--- src/verilog/ltmc_defs.vh ---
`ifndef LTMC_DEFS_VH
`define LTMC_DEFS_VH

// mode encodings
`define LTMC_ST_W          3
`define LTMC_ST_POR        3'h0
`define LTMC_ST_READY      3'h1
`define LTMC_ST_OPER       3'h2
`define LTMC_ST_TXOFF      3'h3
`define LTMC_ST_PDOWN      3'h4

// clock rate and times, in their own units
`define LTMC_CLK_MHZ       250
`define LTMC_DEGLITCH_US   20
`define LTMC_WAKE_FILT_US  80
`define LTMC_STAB_MIN_US   300
`define LTMC_DOM_TO_US     20000

// cycle counts derived from the times
`define LTMC_DEGLITCH_CYC  (`LTMC_DEGLITCH_US * `LTMC_CLK_MHZ)
`define LTMC_WAKE_FILT_CYC (`LTMC_WAKE_FILT_US * `LTMC_CLK_MHZ)
`define LTMC_STAB_MIN_CYC  (`LTMC_STAB_MIN_US * `LTMC_CLK_MHZ)
`define LTMC_DOM_TO_CYC    (`LTMC_DOM_TO_US * `LTMC_CLK_MHZ)

// widths
`define LTMC_CNT_W         24
`define LTMC_SYNC_W        9

// synchronised input bit positions
`define LTMC_IN_ON         0
`define LTMC_IN_OFF        1
`define LTMC_IN_RGOOD      2
`define LTMC_IN_THERM      3
`define LTMC_IN_SHORT      4
`define LTMC_IN_SEL        5
`define LTMC_IN_TXD        6
`define LTMC_IN_BUS        7
`define LTMC_IN_WAKELOW    8

// reset values of synchroniser stages (pins idle: select low, txd high, bus recessive)
`define LTMC_SYNC_RST      9'h0C0

`endif

--- src/verilog/ltmc_sync.v ---
`include "ltmc_defs.vh"

module ltmc_sync #(
    parameter                 WIDTH = `LTMC_SYNC_W,
    parameter [WIDTH-1:0]     RST_V = `LTMC_SYNC_RST
) (
    input  wire               clk_sys_i,
    input  wire               rst_i,
    input  wire [WIDTH-1:0]   async_i,
    output wire [WIDTH-1:0]   sync_o
);

    genvar g;
    generate
        for (g = 0; g < WIDTH; g = g + 1) begin : g_bit
            reg meta_r;
            reg stab_r;
            // first stage is read only by the second
            always @(posedge clk_sys_i or posedge rst_i) begin
                if (rst_i) begin
                    meta_r <= RST_V[g];
                    stab_r <= RST_V[g];
                end else begin
                    meta_r <= async_i[g];
                    stab_r <= meta_r;
                end
            end
            assign sync_o[g] = stab_r;
        end
    endgenerate

endmodule

--- src/verilog/ltmc_tmr.v ---
`include "ltmc_defs.vh"

module ltmc_tmr #(
    parameter                   W     = `LTMC_CNT_W,
    parameter [W-1:0]           LIMIT = `LTMC_DEGLITCH_CYC
) (
    input  wire                 clk_sys_i,
    input  wire                 rst_i,
    input  wire                 run_i,
    output reg                  done_o
);

    reg [W-1:0] cnt_r;

    // counts while run_i holds, clears at once when it drops; saturates at LIMIT
    always @(posedge clk_sys_i or posedge rst_i) begin
        if (rst_i) begin
            cnt_r  <= {W{1'b0}};
            done_o <= 1'b0;
        end else if (!run_i) begin
            cnt_r  <= {W{1'b0}};
            done_o <= 1'b0;
        end else if (cnt_r < LIMIT) begin
            cnt_r  <= cnt_r + {{(W-1){1'b0}}, 1'b1};
            done_o <= (cnt_r + {{(W-1){1'b0}}, 1'b1}) >= LIMIT;
        end else begin
            done_o <= 1'b1;
        end
    end

endmodule

--- src/verilog/ltmc_ctrl.v ---
// Summary of operation
// - low battery supply forces power-on reset
// - reset state: logic reset, phy off, reset low
// - leave reset only above turn-on threshold
// - low supply returns to reset from anywhere
// - ready: regulator reduced power, receiver on
// - stay ready until regulator stable, select high
// - select rise, good, txd high: operation
// - operation enables tx, rx, full-power regulator, no wake; pull-up only here
// - select fall or fault: transmitter off
// - faults: dominant, short, thermal, regulator bad
// - txd low at select fall: deglitched power-down
// - ready, select high, txd low: transmitter off
// - transmitter off: receiver on, regulator reduced
// - transmitter off while regulator unstable
// - transmitter off, both inputs low: power-down
// - power-down: only wake circuits stay active
// - power-down wake or select high: ready
// - wait regulator stabilisation before leaving ready
// - bus wake needs filtered low then rise
// - transmitter drives bus as txd dictates
// - long dominant: tx off, rxd recessive, pull-up off
// - reset output released while regulator valid
`include "ltmc_defs.vh"

module ltmc_ctrl #(
    parameter [`LTMC_CNT_W-1:0] DEGLITCH_CYC  = `LTMC_DEGLITCH_CYC,
    parameter [`LTMC_CNT_W-1:0] WAKE_FILT_CYC = `LTMC_WAKE_FILT_CYC,
    parameter [`LTMC_CNT_W-1:0] STAB_MIN_CYC  = `LTMC_STAB_MIN_CYC,
    parameter [`LTMC_CNT_W-1:0] DOM_TO_CYC    = `LTMC_DOM_TO_CYC
) (
    input  wire                  clk_sys_i,
    input  wire                  rst_i,
    input  wire                  supply_above_on_i,
    input  wire                  supply_below_off_i,
    input  wire                  regulator_good_i,
    input  wire                  thermal_fault_i,
    input  wire                  bus_short_fault_i,
    input  wire                  select_wake_input_i,
    input  wire                  txd_i,
    input  wire                  bus_line_i,
    input  wire                  bus_wake_low_i,
    output reg                   logic_rst_o,
    output reg                   tx_en_o,
    output reg                   rx_en_o,
    output reg                   reg_en_o,
    output reg                   reg_low_power_o,
    output reg                   pullup_en_o,
    output reg                   wake_en_o,
    output reg                   bus_line_o,
    output reg                   bus_line_oe_n_o,
    output reg                   rxd_o,
    output reg                   reset_o,
    output reg                   reset_oe_n_o,
    output reg  [`LTMC_ST_W-1:0] state_o
);

    // ------------------------------------------------------------
    // input synchronisation
    // ------------------------------------------------------------
    wire [`LTMC_SYNC_W-1:0] in_async;
    wire [`LTMC_SYNC_W-1:0] in_s;

    assign in_async = {bus_wake_low_i,
                       bus_line_i,
                       txd_i,
                       select_wake_input_i,
                       bus_short_fault_i,
                       thermal_fault_i,
                       regulator_good_i,
                       supply_below_off_i,
                       supply_above_on_i};

    ltmc_sync #(
        .WIDTH (`LTMC_SYNC_W),
        .RST_V (`LTMC_SYNC_RST)
    ) u_sync (
        .clk_sys_i (clk_sys_i),
        .rst_i     (rst_i),
        .async_i   (in_async),
        .sync_o    (in_s)
    );

    wire on_s;
    wire off_s;
    wire rgood_s;
    wire therm_s;
    wire short_s;
    wire sel_s;
    wire txd_s;
    wire bus_s;
    wire wlow_s;

    assign on_s    = in_s[`LTMC_IN_ON];
    assign off_s   = in_s[`LTMC_IN_OFF];
    assign rgood_s = in_s[`LTMC_IN_RGOOD];
    assign therm_s = in_s[`LTMC_IN_THERM];
    assign short_s = in_s[`LTMC_IN_SHORT];
    assign sel_s   = in_s[`LTMC_IN_SEL];
    assign txd_s   = in_s[`LTMC_IN_TXD];
    assign bus_s   = in_s[`LTMC_IN_BUS];
    assign wlow_s  = in_s[`LTMC_IN_WAKELOW];

    // ------------------------------------------------------------
    // edge detection on the synchronised select and wake levels
    // ------------------------------------------------------------
    reg sel_d_r;
    reg wlow_d_r;

    always @(posedge clk_sys_i or posedge rst_i) begin
        if (rst_i) begin
            sel_d_r  <= 1'b0;
            wlow_d_r <= 1'b0;
        end else begin
            sel_d_r  <= sel_s;
            wlow_d_r <= wlow_s;
        end
    end

    wire sel_rise;
    wire sel_fall;

    assign sel_rise = sel_s & ~sel_d_r;
    assign sel_fall = ~sel_s & sel_d_r;

    reg [`LTMC_ST_W-1:0] state_r;
    reg [`LTMC_ST_W-1:0] state_nxt;

    wire in_por;
    wire in_ready;
    wire in_oper;
    wire in_txoff;
    wire in_pdown;

    assign in_por   = (state_r == `LTMC_ST_POR);
    assign in_ready = (state_r == `LTMC_ST_READY);
    assign in_oper  = (state_r == `LTMC_ST_OPER);
    assign in_txoff = (state_r == `LTMC_ST_TXOFF);
    assign in_pdown = (state_r == `LTMC_ST_PDOWN);

    // ------------------------------------------------------------
    // timers
    // ------------------------------------------------------------
    wire stab_run;
    wire stab_done;
    wire pd_run;
    wire pd_done;
    wire wf_run;
    wire wf_done;
    wire dom_run;
    wire dom_to;

    // regulator settle time restarts whenever the good flag drops
    assign stab_run = (in_ready | in_oper | in_txoff) & rgood_s;

    ltmc_tmr #(
        .W     (`LTMC_CNT_W),
        .LIMIT (STAB_MIN_CYC)
    ) u_stab (
        .clk_sys_i (clk_sys_i),
        .rst_i     (rst_i),
        .run_i     (stab_run),
        .done_o    (stab_done)
    );

    // both inputs must stay low for the deglitch time
    assign pd_run = in_txoff & ~sel_s & ~txd_s;

    ltmc_tmr #(
        .W     (`LTMC_CNT_W),
        .LIMIT (DEGLITCH_CYC)
    ) u_pdown (
        .clk_sys_i (clk_sys_i),
        .rst_i     (rst_i),
        .run_i     (pd_run),
        .done_o    (pd_done)
    );

    // wake threshold only used in power-down
    assign wf_run = in_pdown & wlow_s;

    ltmc_tmr #(
        .W     (`LTMC_CNT_W),
        .LIMIT (WAKE_FILT_CYC)
    ) u_wake (
        .clk_sys_i (clk_sys_i),
        .rst_i     (rst_i),
        .run_i     (wf_run),
        .done_o    (wf_done)
    );

    // dominant timer: bus low or our own transmitter stuck dominant; cleared in reset state
    assign dom_run = ~in_por & ~in_pdown & (~bus_s | (tx_en_o & ~txd_s));

    ltmc_tmr #(
        .W     (`LTMC_CNT_W),
        .LIMIT (DOM_TO_CYC)
    ) u_dom (
        .clk_sys_i (clk_sys_i),
        .rst_i     (rst_i),
        .run_i     (dom_run),
        .done_o    (dom_to)
    );

    // ------------------------------------------------------------
    // remote wake: filtered low phase armed, then a rise fires
    // ------------------------------------------------------------
    reg  wake_armed_r;
    wire bus_wake;

    always @(posedge clk_sys_i or posedge rst_i) begin
        if (rst_i) begin
            wake_armed_r <= 1'b0;
        end else if (!in_pdown) begin
            wake_armed_r <= 1'b0;
        end else if (wf_done) begin
            wake_armed_r <= 1'b1;
        end
    end

    assign bus_wake = wake_armed_r & wlow_d_r & ~wlow_s;

    // ------------------------------------------------------------
    // faults and regulator status
    // ------------------------------------------------------------
    wire fault;
    wire reg_ok;

    assign fault  = dom_to | short_s | therm_s | ~rgood_s;
    assign reg_ok = rgood_s & stab_done;

    // ------------------------------------------------------------
    // mode sequencer
    // ------------------------------------------------------------
    always @* begin
        state_nxt = state_r;
        if (off_s) begin
            state_nxt = `LTMC_ST_POR;
        end else begin
            case (state_r)
                `LTMC_ST_POR: begin
                    if (on_s) begin
                        state_nxt = `LTMC_ST_READY;
                    end
                end
                `LTMC_ST_READY: begin
                    if (reg_ok & sel_s) begin
                        if (txd_s) begin
                            state_nxt = `LTMC_ST_OPER;
                        end else begin
                            state_nxt = `LTMC_ST_TXOFF;
                        end
                    end
                end
                `LTMC_ST_OPER: begin
                    if (sel_fall | fault) begin
                        state_nxt = `LTMC_ST_TXOFF;
                    end
                end
                `LTMC_ST_TXOFF: begin
                    if (pd_done) begin
                        state_nxt = `LTMC_ST_PDOWN;
                    end else if (sel_rise & reg_ok & txd_s) begin
                        state_nxt = `LTMC_ST_OPER;
                    end
                end
                `LTMC_ST_PDOWN: begin
                    if (bus_wake | sel_s) begin
                        state_nxt = `LTMC_ST_READY;
                    end
                end
                default: begin
                    state_nxt = `LTMC_ST_POR;
                end
            endcase
        end
    end

    always @(posedge clk_sys_i or posedge rst_i) begin
        if (rst_i) begin
            state_r <= `LTMC_ST_POR;
        end else begin
            state_r <= state_nxt;
        end
    end

    // ------------------------------------------------------------
    // output decode, from the next state so outputs track the mode
    // ------------------------------------------------------------
    wire nxt_por;
    wire nxt_oper;
    wire nxt_pdown;
    wire nxt_reg_on;
    wire tx_allow;
    wire tx_nxt;

    assign nxt_por    = (state_nxt == `LTMC_ST_POR);
    assign nxt_oper   = (state_nxt == `LTMC_ST_OPER);
    assign nxt_pdown  = (state_nxt == `LTMC_ST_PDOWN);
    assign nxt_reg_on = ~nxt_por & ~nxt_pdown;

    // regulator doubt or a timeout keeps the bus quiet even in operation
    assign tx_allow = reg_ok & ~dom_to & ~therm_s;
    assign tx_nxt   = nxt_oper & tx_allow;

    always @(posedge clk_sys_i or posedge rst_i) begin
        if (rst_i) begin
            logic_rst_o     <= 1'b1;
            reg_en_o        <= 1'b0;
            reg_low_power_o <= 1'b0;
            rx_en_o         <= 1'b0;
            wake_en_o       <= 1'b0;
            state_o         <= `LTMC_ST_POR;
        end else begin
            logic_rst_o     <= nxt_por;
            reg_en_o        <= nxt_reg_on;
            reg_low_power_o <= nxt_reg_on & ~nxt_oper;
            rx_en_o         <= nxt_reg_on;
            wake_en_o       <= nxt_pdown;
            state_o         <= state_nxt;
        end
    end

    // transmitter and pull-up
    always @(posedge clk_sys_i or posedge rst_i) begin
        if (rst_i) begin
            tx_en_o     <= 1'b0;
            pullup_en_o <= 1'b0;
        end else begin
            tx_en_o     <= tx_nxt;
            pullup_en_o <= nxt_oper & ~dom_to;
        end
    end

    // open-drain bus: pulled low only for a dominant bit
    always @(posedge clk_sys_i or posedge rst_i) begin
        if (rst_i) begin
            bus_line_o      <= 1'b0;
            bus_line_oe_n_o <= 1'b1;
        end else begin
            bus_line_o      <= 1'b0;
            bus_line_oe_n_o <= ~(tx_nxt & ~txd_s);
        end
    end

    // receive path idles recessive whenever the receiver is off
    always @(posedge clk_sys_i or posedge rst_i) begin
        if (rst_i) begin
            rxd_o <= 1'b1;
        end else if (!nxt_reg_on || dom_to) begin
            rxd_o <= 1'b1;
        end else begin
            rxd_o <= bus_s;
        end
    end

    // reset pin: released only with the regulator on and good
    always @(posedge clk_sys_i or posedge rst_i) begin
        if (rst_i) begin
            reset_o      <= 1'b0;
            reset_oe_n_o <= 1'b0;
        end else begin
            reset_o      <= 1'b0;
            reset_oe_n_o <= nxt_reg_on & rgood_s;
        end
    end

endmodule

--- config.mk ---
export PLATFORM = sky130hd
export DESIGN_NAME = ltmc_ctrl
export DESIGN_NICKNAME = d
export VERILOG_FILES = /design/src/verilog/ltmc_sync.v /design/src/verilog/ltmc_tmr.v /design/src/verilog/ltmc_ctrl.v
export VERILOG_INCLUDE_DIRS = /design/src /design/src/verilog
export SDC_FILE = /design/constraint.sdc
export NUM_CORES = 1
export LEC_CHECK = 0
export BUFFER_PORTS_ARGS = -buffer_cell sky130_fd_sc_hd__buf_2
export CAP_MARGIN = 20
export CORE_ASPECT_RATIO = 0.8
export CORE_MARGIN = 3
export CORE_UTILIZATION = 25
export DETAILED_ROUTE_END_ITERATION = 12
export PLACE_DENSITY = 0.49
export SYNTH_ARGS = -nofsm -noshare
export SYNTH_HDL_FRONTEND = slang
export SYNTH_SLANG_ARGS = --single-unit
--- constraint.sdc ---
create_clock -name clk_sys_i -period 5.7 [get_ports clk_sys_i]
set_clock_uncertainty 0.15 [all_clocks]
set_input_delay 0.57 -clock clk_sys_i [delete_from_list [all_inputs] [get_ports clk_sys_i]]
set_output_delay 0.57 -clock clk_sys_i [all_outputs]
set_load 0.03 [all_outputs]
Word level (Yosys, flattened, before mapping)
Cells that the tools add are included.
{ "totals": {"ff_bits": 133, "inputBits": 11, "wordCells": 139} }
{ "classes": {"n_addsub": 4, "magnitude_cmp": 8, "n_eq_ne": 11, "mux": 28, "bitwise_logic": 45, "reduce_logical": 4} }
{ "op_table": {"columns": ["operator", "count"], "rows": [
  ["$mux 24", 8],
  ["$add 24x1->24 const B", 4],
  ["$ge 24x13->1 const B", 1],
  ["$ge 24x15->1 const B", 1],
  ["$ge 24x17->1 const B", 1],
  ["$ge 24x23->1 const B", 1],
  ["$lt 24x13->1 const B", 1],
  ["$lt 24x15->1 const B", 1],
  ["$lt 24x17->1 const B", 1],
  ["$lt 24x23->1 const B", 1],
  ["$and 1x1->1", 23],
  ["$mux 3", 7],
  ["$pmux 3 s5", 1],
  ["$not 1->1", 14],
  ["$mux 1", 12],
  ["$eq 3x2->1 const B", 3],
  ["$ne 2x2->1 const B", 4],
  ["$or 1x1->1", 8],
  ["$eq 3x3->1 const B", 2],
  ["$logic_not 3->1", 2],
  ["$eq 3x1->1 const B", 1],
  ["$ne 2x1->1 const B", 1],
  ["$logic_not 1->1", 1],
  ["$logic_or 1x1->1", 1]
]} }

Longest topological paths before layout
{ "logic_depth": {"ltp_word": 14, "ltp_mapped": 10, "mapped_depth_nobuf": 7} }

By module
Synthesis repeated with hierarchy kept, for this count alone.
{ "hier_totals": {"cells_unflattened": 721, "hier_area_um2": 7344.5} }
{ "modules_own_cells": {"columns": ["mod", "n_inst", "cells_per_inst", "area_each_um2"], "rows": [
  ["ltmc_tmr (u_dom)", 1, 206, 1895.6],
  ["ltmc_tmr (u_stab)", 1, 154, 1472.7],
  ["ltmc_tmr (u_wake)", 1, 132, 1396.3],
  ["ltmc_tmr (u_pdown)", 1, 135, 1320.0],
  ["ltmc_ctrl", 1, 66, 733.2],
  ["ltmc_sync", 1, 28, 526.8]
]} }

Least setup slack after synthesis
No wires, ideal clock.
{ "synth_path": {"path_kind": "register to register", "start": "register u_dom.cnt_r[0]", "end": "register u_dom.cnt_r[12]", "arrival_ps": 2425, "required_ps": 5472, "slack_ps": 3047, "path_stages_with_launch": 11, "synth_period_minus_slack_ps": 2653, "cell_sequence": "dfrtp_1 -> ha_1 -> clkbuf_1 -> nand3_1 -> or2_1 -> buf_6 -> or3_1 -> o32a_2 -> buf_6 -> or3_1 -> a21oi_1"} }
{ "synth_via": {"elab_chain_cells": 3, "word_cells_on_any_way": 5, "classes_between": "add/sub (1); order compare (1); eq/ne (1); mux (2)"} }
{ "synth_rtl": {"columns": ["item", "line_no", "text"], "rows": [
  ["start, declared", "ltmc_tmr.v:13", "reg [W-1:0] cnt_r;"],
  ["start signal, assigned", "ltmc_tmr.v:18", "cnt_r <= {W{1'b0}};"],
  ["start signal, assigned", "ltmc_tmr.v:21", "cnt_r <= {W{1'b0}};"],
  ["start signal, assigned", "ltmc_tmr.v:24", "cnt_r <= cnt_r + {{(W-1){1'b0}}, 1'b1};"],
  ["$add 24x1->24", "ltmc_tmr.v:24", null],
  ["$mux 24", "ltmc_tmr.v:23", "end else if (cnt_r < LIMIT) begin"],
  ["$mux 24", "ltmc_tmr.v:20", "end else if (!run_i) begin"]
]} }
Several ways; a longest one is shown, not always the timed one. The select of a mux whose other input is x is not followed.
A chain may end at the register's enable or synchronous reset.

Final worst setup path
{ "layout_path": {"start": "register u_wake.cnt_r[6]", "end": "register u_wake.cnt_r[11]"} }
{ "layout_via": {"elab_chain_cells": 3, "word_cells_on_any_way": 5, "classes_between": "add/sub (1); order compare (1); eq/ne (1); mux (2)"} }
{ "layout_rtl": {"columns": ["item", "line_no"], "rows": [
  ["start, declared", "ltmc_tmr.v:13"],
  ["start signal, assigned", "ltmc_tmr.v:18"],
  ["start signal, assigned", "ltmc_tmr.v:21"],
  ["start signal, assigned", "ltmc_tmr.v:24"],
  ["$add 24x1->24", "ltmc_tmr.v:24"],
  ["$mux 24", "ltmc_tmr.v:23"],
  ["$mux 24", "ltmc_tmr.v:20"]
]} }
Several ways; a longest one is shown, not always the timed one. The select of a mux whose other input is x is not followed.

==> impl_metrics.toml <==
[sta]
slew_headroom = 0.413
fin_crit_ns = 2.90
maxSlewViolCount = 0
sum_of_negative_setup_slack_ns = 0
grt_setup_unrepaired = "false"
worstMarginPinSlew_ns = 0.878
final-setup-viol-count = 0
report.final.hold_viol_count = 0
achievable-frequency_mhz = 345
final.period_utilization = 0.508

[floorplanning]
io_pins = 26
die-height_um = 150
die-area_mm2 = 0.0281
initial_utilization = 0.256
core_area_mm2 = 0.0254
floorplan.die.width_um = 187
placementRows = 52

[layout]
area.sequential_mm2 = 0.00334
multi_input_combinational_cell_area_mm2 = 0.00292
final_design_area_no_fill_mm2 = 0.00754
num_antenna_cells = 0
fin_util = 0.296
area.growth.synth_to_final_pct = 15.7
filler_free_cell_count_of_the_finished_design = 1052
final_net_count = 704
nFillCells = 2664
layout-drive-gt1-share = 0.106

[pwr]
pwr_density_cell_mw_per_mm2 = 287
cellLeakagePower_nw = 3.01
finalPower_w = 0.00217
vdd_ir_drop_max_uv = 202

[worst_setup_path]
timing.reg2reg.setup_slack_ns = 2.80
crit_end_element = "register"
reg2reg_from = "u_wake.cnt_r[6]"
path_class = "register to register"
req_time_crit_path_ns = 5.88
worst-r2r-cell-count = 6
critPathLaunchType = "register"
worst-endpoint-arrival_ns = 3.08
regToRegEndpoint = "u_wake.cnt_r[11]"
critPathMaxFanout = 15
worstSetupStartpoint = "u_wake.cnt_r[6]"
cp-endpoint = "u_wake.cnt_r[11]"

[clocking]
cts_inserted_buffers = 17
tritoncts = "built"
insertion_delay_ns = 0.42
cts_root_buffer = "sky130_fd_sc_hd__clkbuf_16"
cts.repair.resized = 0
cts.htree.levels = 4
cts-root-to-sink-buffers = 2
post-cts-setup-buffer-count = 0
sinks_on_the_clock_net = 133
worst_setup_hold_path_clk_slew_ns = 0.06
cts_hold_repair.buffers = 0

[route]
detail_route.vias_per_cell = 4.65
detailedRoute.firstIterationViolations = 220
postRouteAntennaNets = 0
drt-wirelength-per-cell_um = 13.7
first_pass_iters = 4
num_vias = 4888
postRouteWirelength_um = 14400
drc_errors_left = 0

[synth]
postSynthAreaPerCell_um2 = 9.60
netlist.top_cell.by_area = "sky130_fd_sc_hd__dfrtp_1"
ys_ff_latch = 133
synth_edf_count = 0
synth_top_cells_by_count = "sky130_fd_sc_hd__dfrtp_1, sky130_fd_sc_hd__nor2_1, sky130_fd_sc_hd__nand2_1"
ys_async_sr_fraction = 1.00
synthTopCellsByArea = "sky130_fd_sc_hd__dfrtp_1, sky130_fd_sc_hd__nor2_1, sky130_fd_sc_hd__xor2_1, sky130_fd_sc_hd__dfstp_2, sky130_fd_sc_hd__xnor2_1"
most_instantiated_library_cell_after_synthesis = "sky130_fd_sc_hd__dfrtp_1"
synthDistinctLibCells = 63
yosysTopAreaCellShare = 0.484
yosys_warnings = 0
syn_inst = 679
syn-cell-area_mm2 = 0.00652
synth_sequential_area_ratio = 0.512
synthFlopType = "sky130_fd_sc_hd__dfrtp_1"

[placed_design]
placed_cells = 1020
placedInstanceArea_mm2 = 0.00693
finalWeightedCongestion = 0.777
detailed_place_hpwl_um = 9470
portBuffers = 23

[outcome]
result_of_the_run = "finished clean"

[global_routing]
grt_util_all_layers = 0.108
grt_first_pass_wirelength_um = 24600
via_count_of_the_first_global_routing_pass = 4607
grt_max_degree = 81
total_congestion_overflow = 0
antenna_found_initial = 0

[worst_hold_path]
hold_path_class = "input pin to register"

[run]
timing.max_cap.violations = 0
state kept, by name (all words and copies together), names as in the netlist, 3 cells and up:
name,cells
u_dom.cnt_r,24
u_pdown.cnt_r,24
u_stab.cnt_r,24
u_wake.cnt_r,24
u_sync.g_bit.meta_r,9
u_sync.g_bit.stab_r,9
state_o,3
area by class of cell:
cell class                 instances  area share
sequential                       133       0.442
multi-input combinational        486       0.387
clock buffer                      18      0.0582
tap                              351      0.0582
clock inverter                    14      0.0231
timing repair buffer              26      0.0182
inverter                          24      0.0126
critical path, cell delays in order (launching register included):
cell and delay (ns):
sky130_fd_sc_hd__dfrtp_1 0.42, sky130_fd_sc_hd__or4_1 0.51, sky130_fd_sc_hd__a211o_1 0.32, sky130_fd_sc_hd__a21oi_2 0.58
sky130_fd_sc_hd__nand3_1 0.30, sky130_fd_sc_hd__or3_1 0.38, sky130_fd_sc_hd__a21oi_1 0.15
worst min path at each step:
stage	startpoint	end	cells after the start
after floorplan	u_sync.g_bit[0].meta_r	u_sync.g_bit[0].stab_r	0
after global placement	u_sync.g_bit[2].meta_r	u_sync.g_bit[2].stab_r	0
after detailed placement	u_sync.g_bit[2].meta_r	u_sync.g_bit[2].stab_r	0
after CTS	thermal_fault_i	u_sync.g_bit[3].meta_r	1
after global routing	thermal_fault_i	u_sync.g_bit[3].meta_r	1
final	thermal_fault_i	u_sync.g_bit[3].meta_r	1
cell usage in the layout, fill, tap and decap left out, types with 6 or more instances in the layout:
cell,netlist,final
sky130_fd_sc_hd__dfrtp_1,126,126
sky130_fd_sc_hd__nor2_1,80,80
sky130_fd_sc_hd__nand2_1,38,38
sky130_fd_sc_hd__nand3_1,35,35
sky130_fd_sc_hd__o21ai_0,31,31
sky130_fd_sc_hd__a21oi_1,30,30
sky130_fd_sc_hd__and2_1,26,26
sky130_fd_sc_hd__xor2_1,24,24
sky130_fd_sc_hd__inv_1,24,23
sky130_fd_sc_hd__nand4_1,23,23
sky130_fd_sc_hd__or3_1,23,23
sky130_fd_sc_hd__buf_2,2,23
sky130_fd_sc_hd__nor3_1,21,21
sky130_fd_sc_hd__xnor2_1,21,21
sky130_fd_sc_hd__and3_1,17,17
sky130_fd_sc_hd__clkbuf_16,0,17
sky130_fd_sc_hd__a211oi_1,14,14
sky130_fd_sc_hd__nor4_1,9,9
sky130_fd_sc_hd__a31oi_1,7,7
sky130_fd_sc_hd__dfstp_2,7,7
sky130_fd_sc_hd__mux2i_1,6,6
power breakdown:
group / switching [W] / internal [W]
sequential: 0.00000922 / 0.000957
clock: 0.000441 / 0.000703
combinational: 0.0000438 / 0.0000112
total: 0.000494 / 0.00167
cells by family (layout without fill, tap and decap cells):
group,after synthesis,after routing,synth area share
multiplexers,7,7,0.0109
AND/OR/NAND/NOR,299,299,0.236
buffers and inverters,61,82,0.0407
adder cells (fa/ha/maj),5,5,0.00960
XOR/XNOR,45,45,0.0605
AO/OA/AOI/OAI,128,128,0.129
other,1,2,0.000575
flip-flops,133,133,0.512
metrics by stage:
step	setup slack, ns	hold slack (ns)
detailed placement	2.84	0.185
global route	2.59	0.0754
finish	2.80	0.0979
floorplan	1.44	0.181
global placement	2.89	0.184
CTS	2.79	0.0751
per-layer routing:
metal  up-vias  track usage  routed length, µm
li1       2444            -                  -
met1      2357        0.162               7890
met2        76        0.150               5880
met3        11       0.0317                485
met4         0       0.0317                144
met5         -            0                  0
Note: power is estimated with default switching activity, not from simulation.
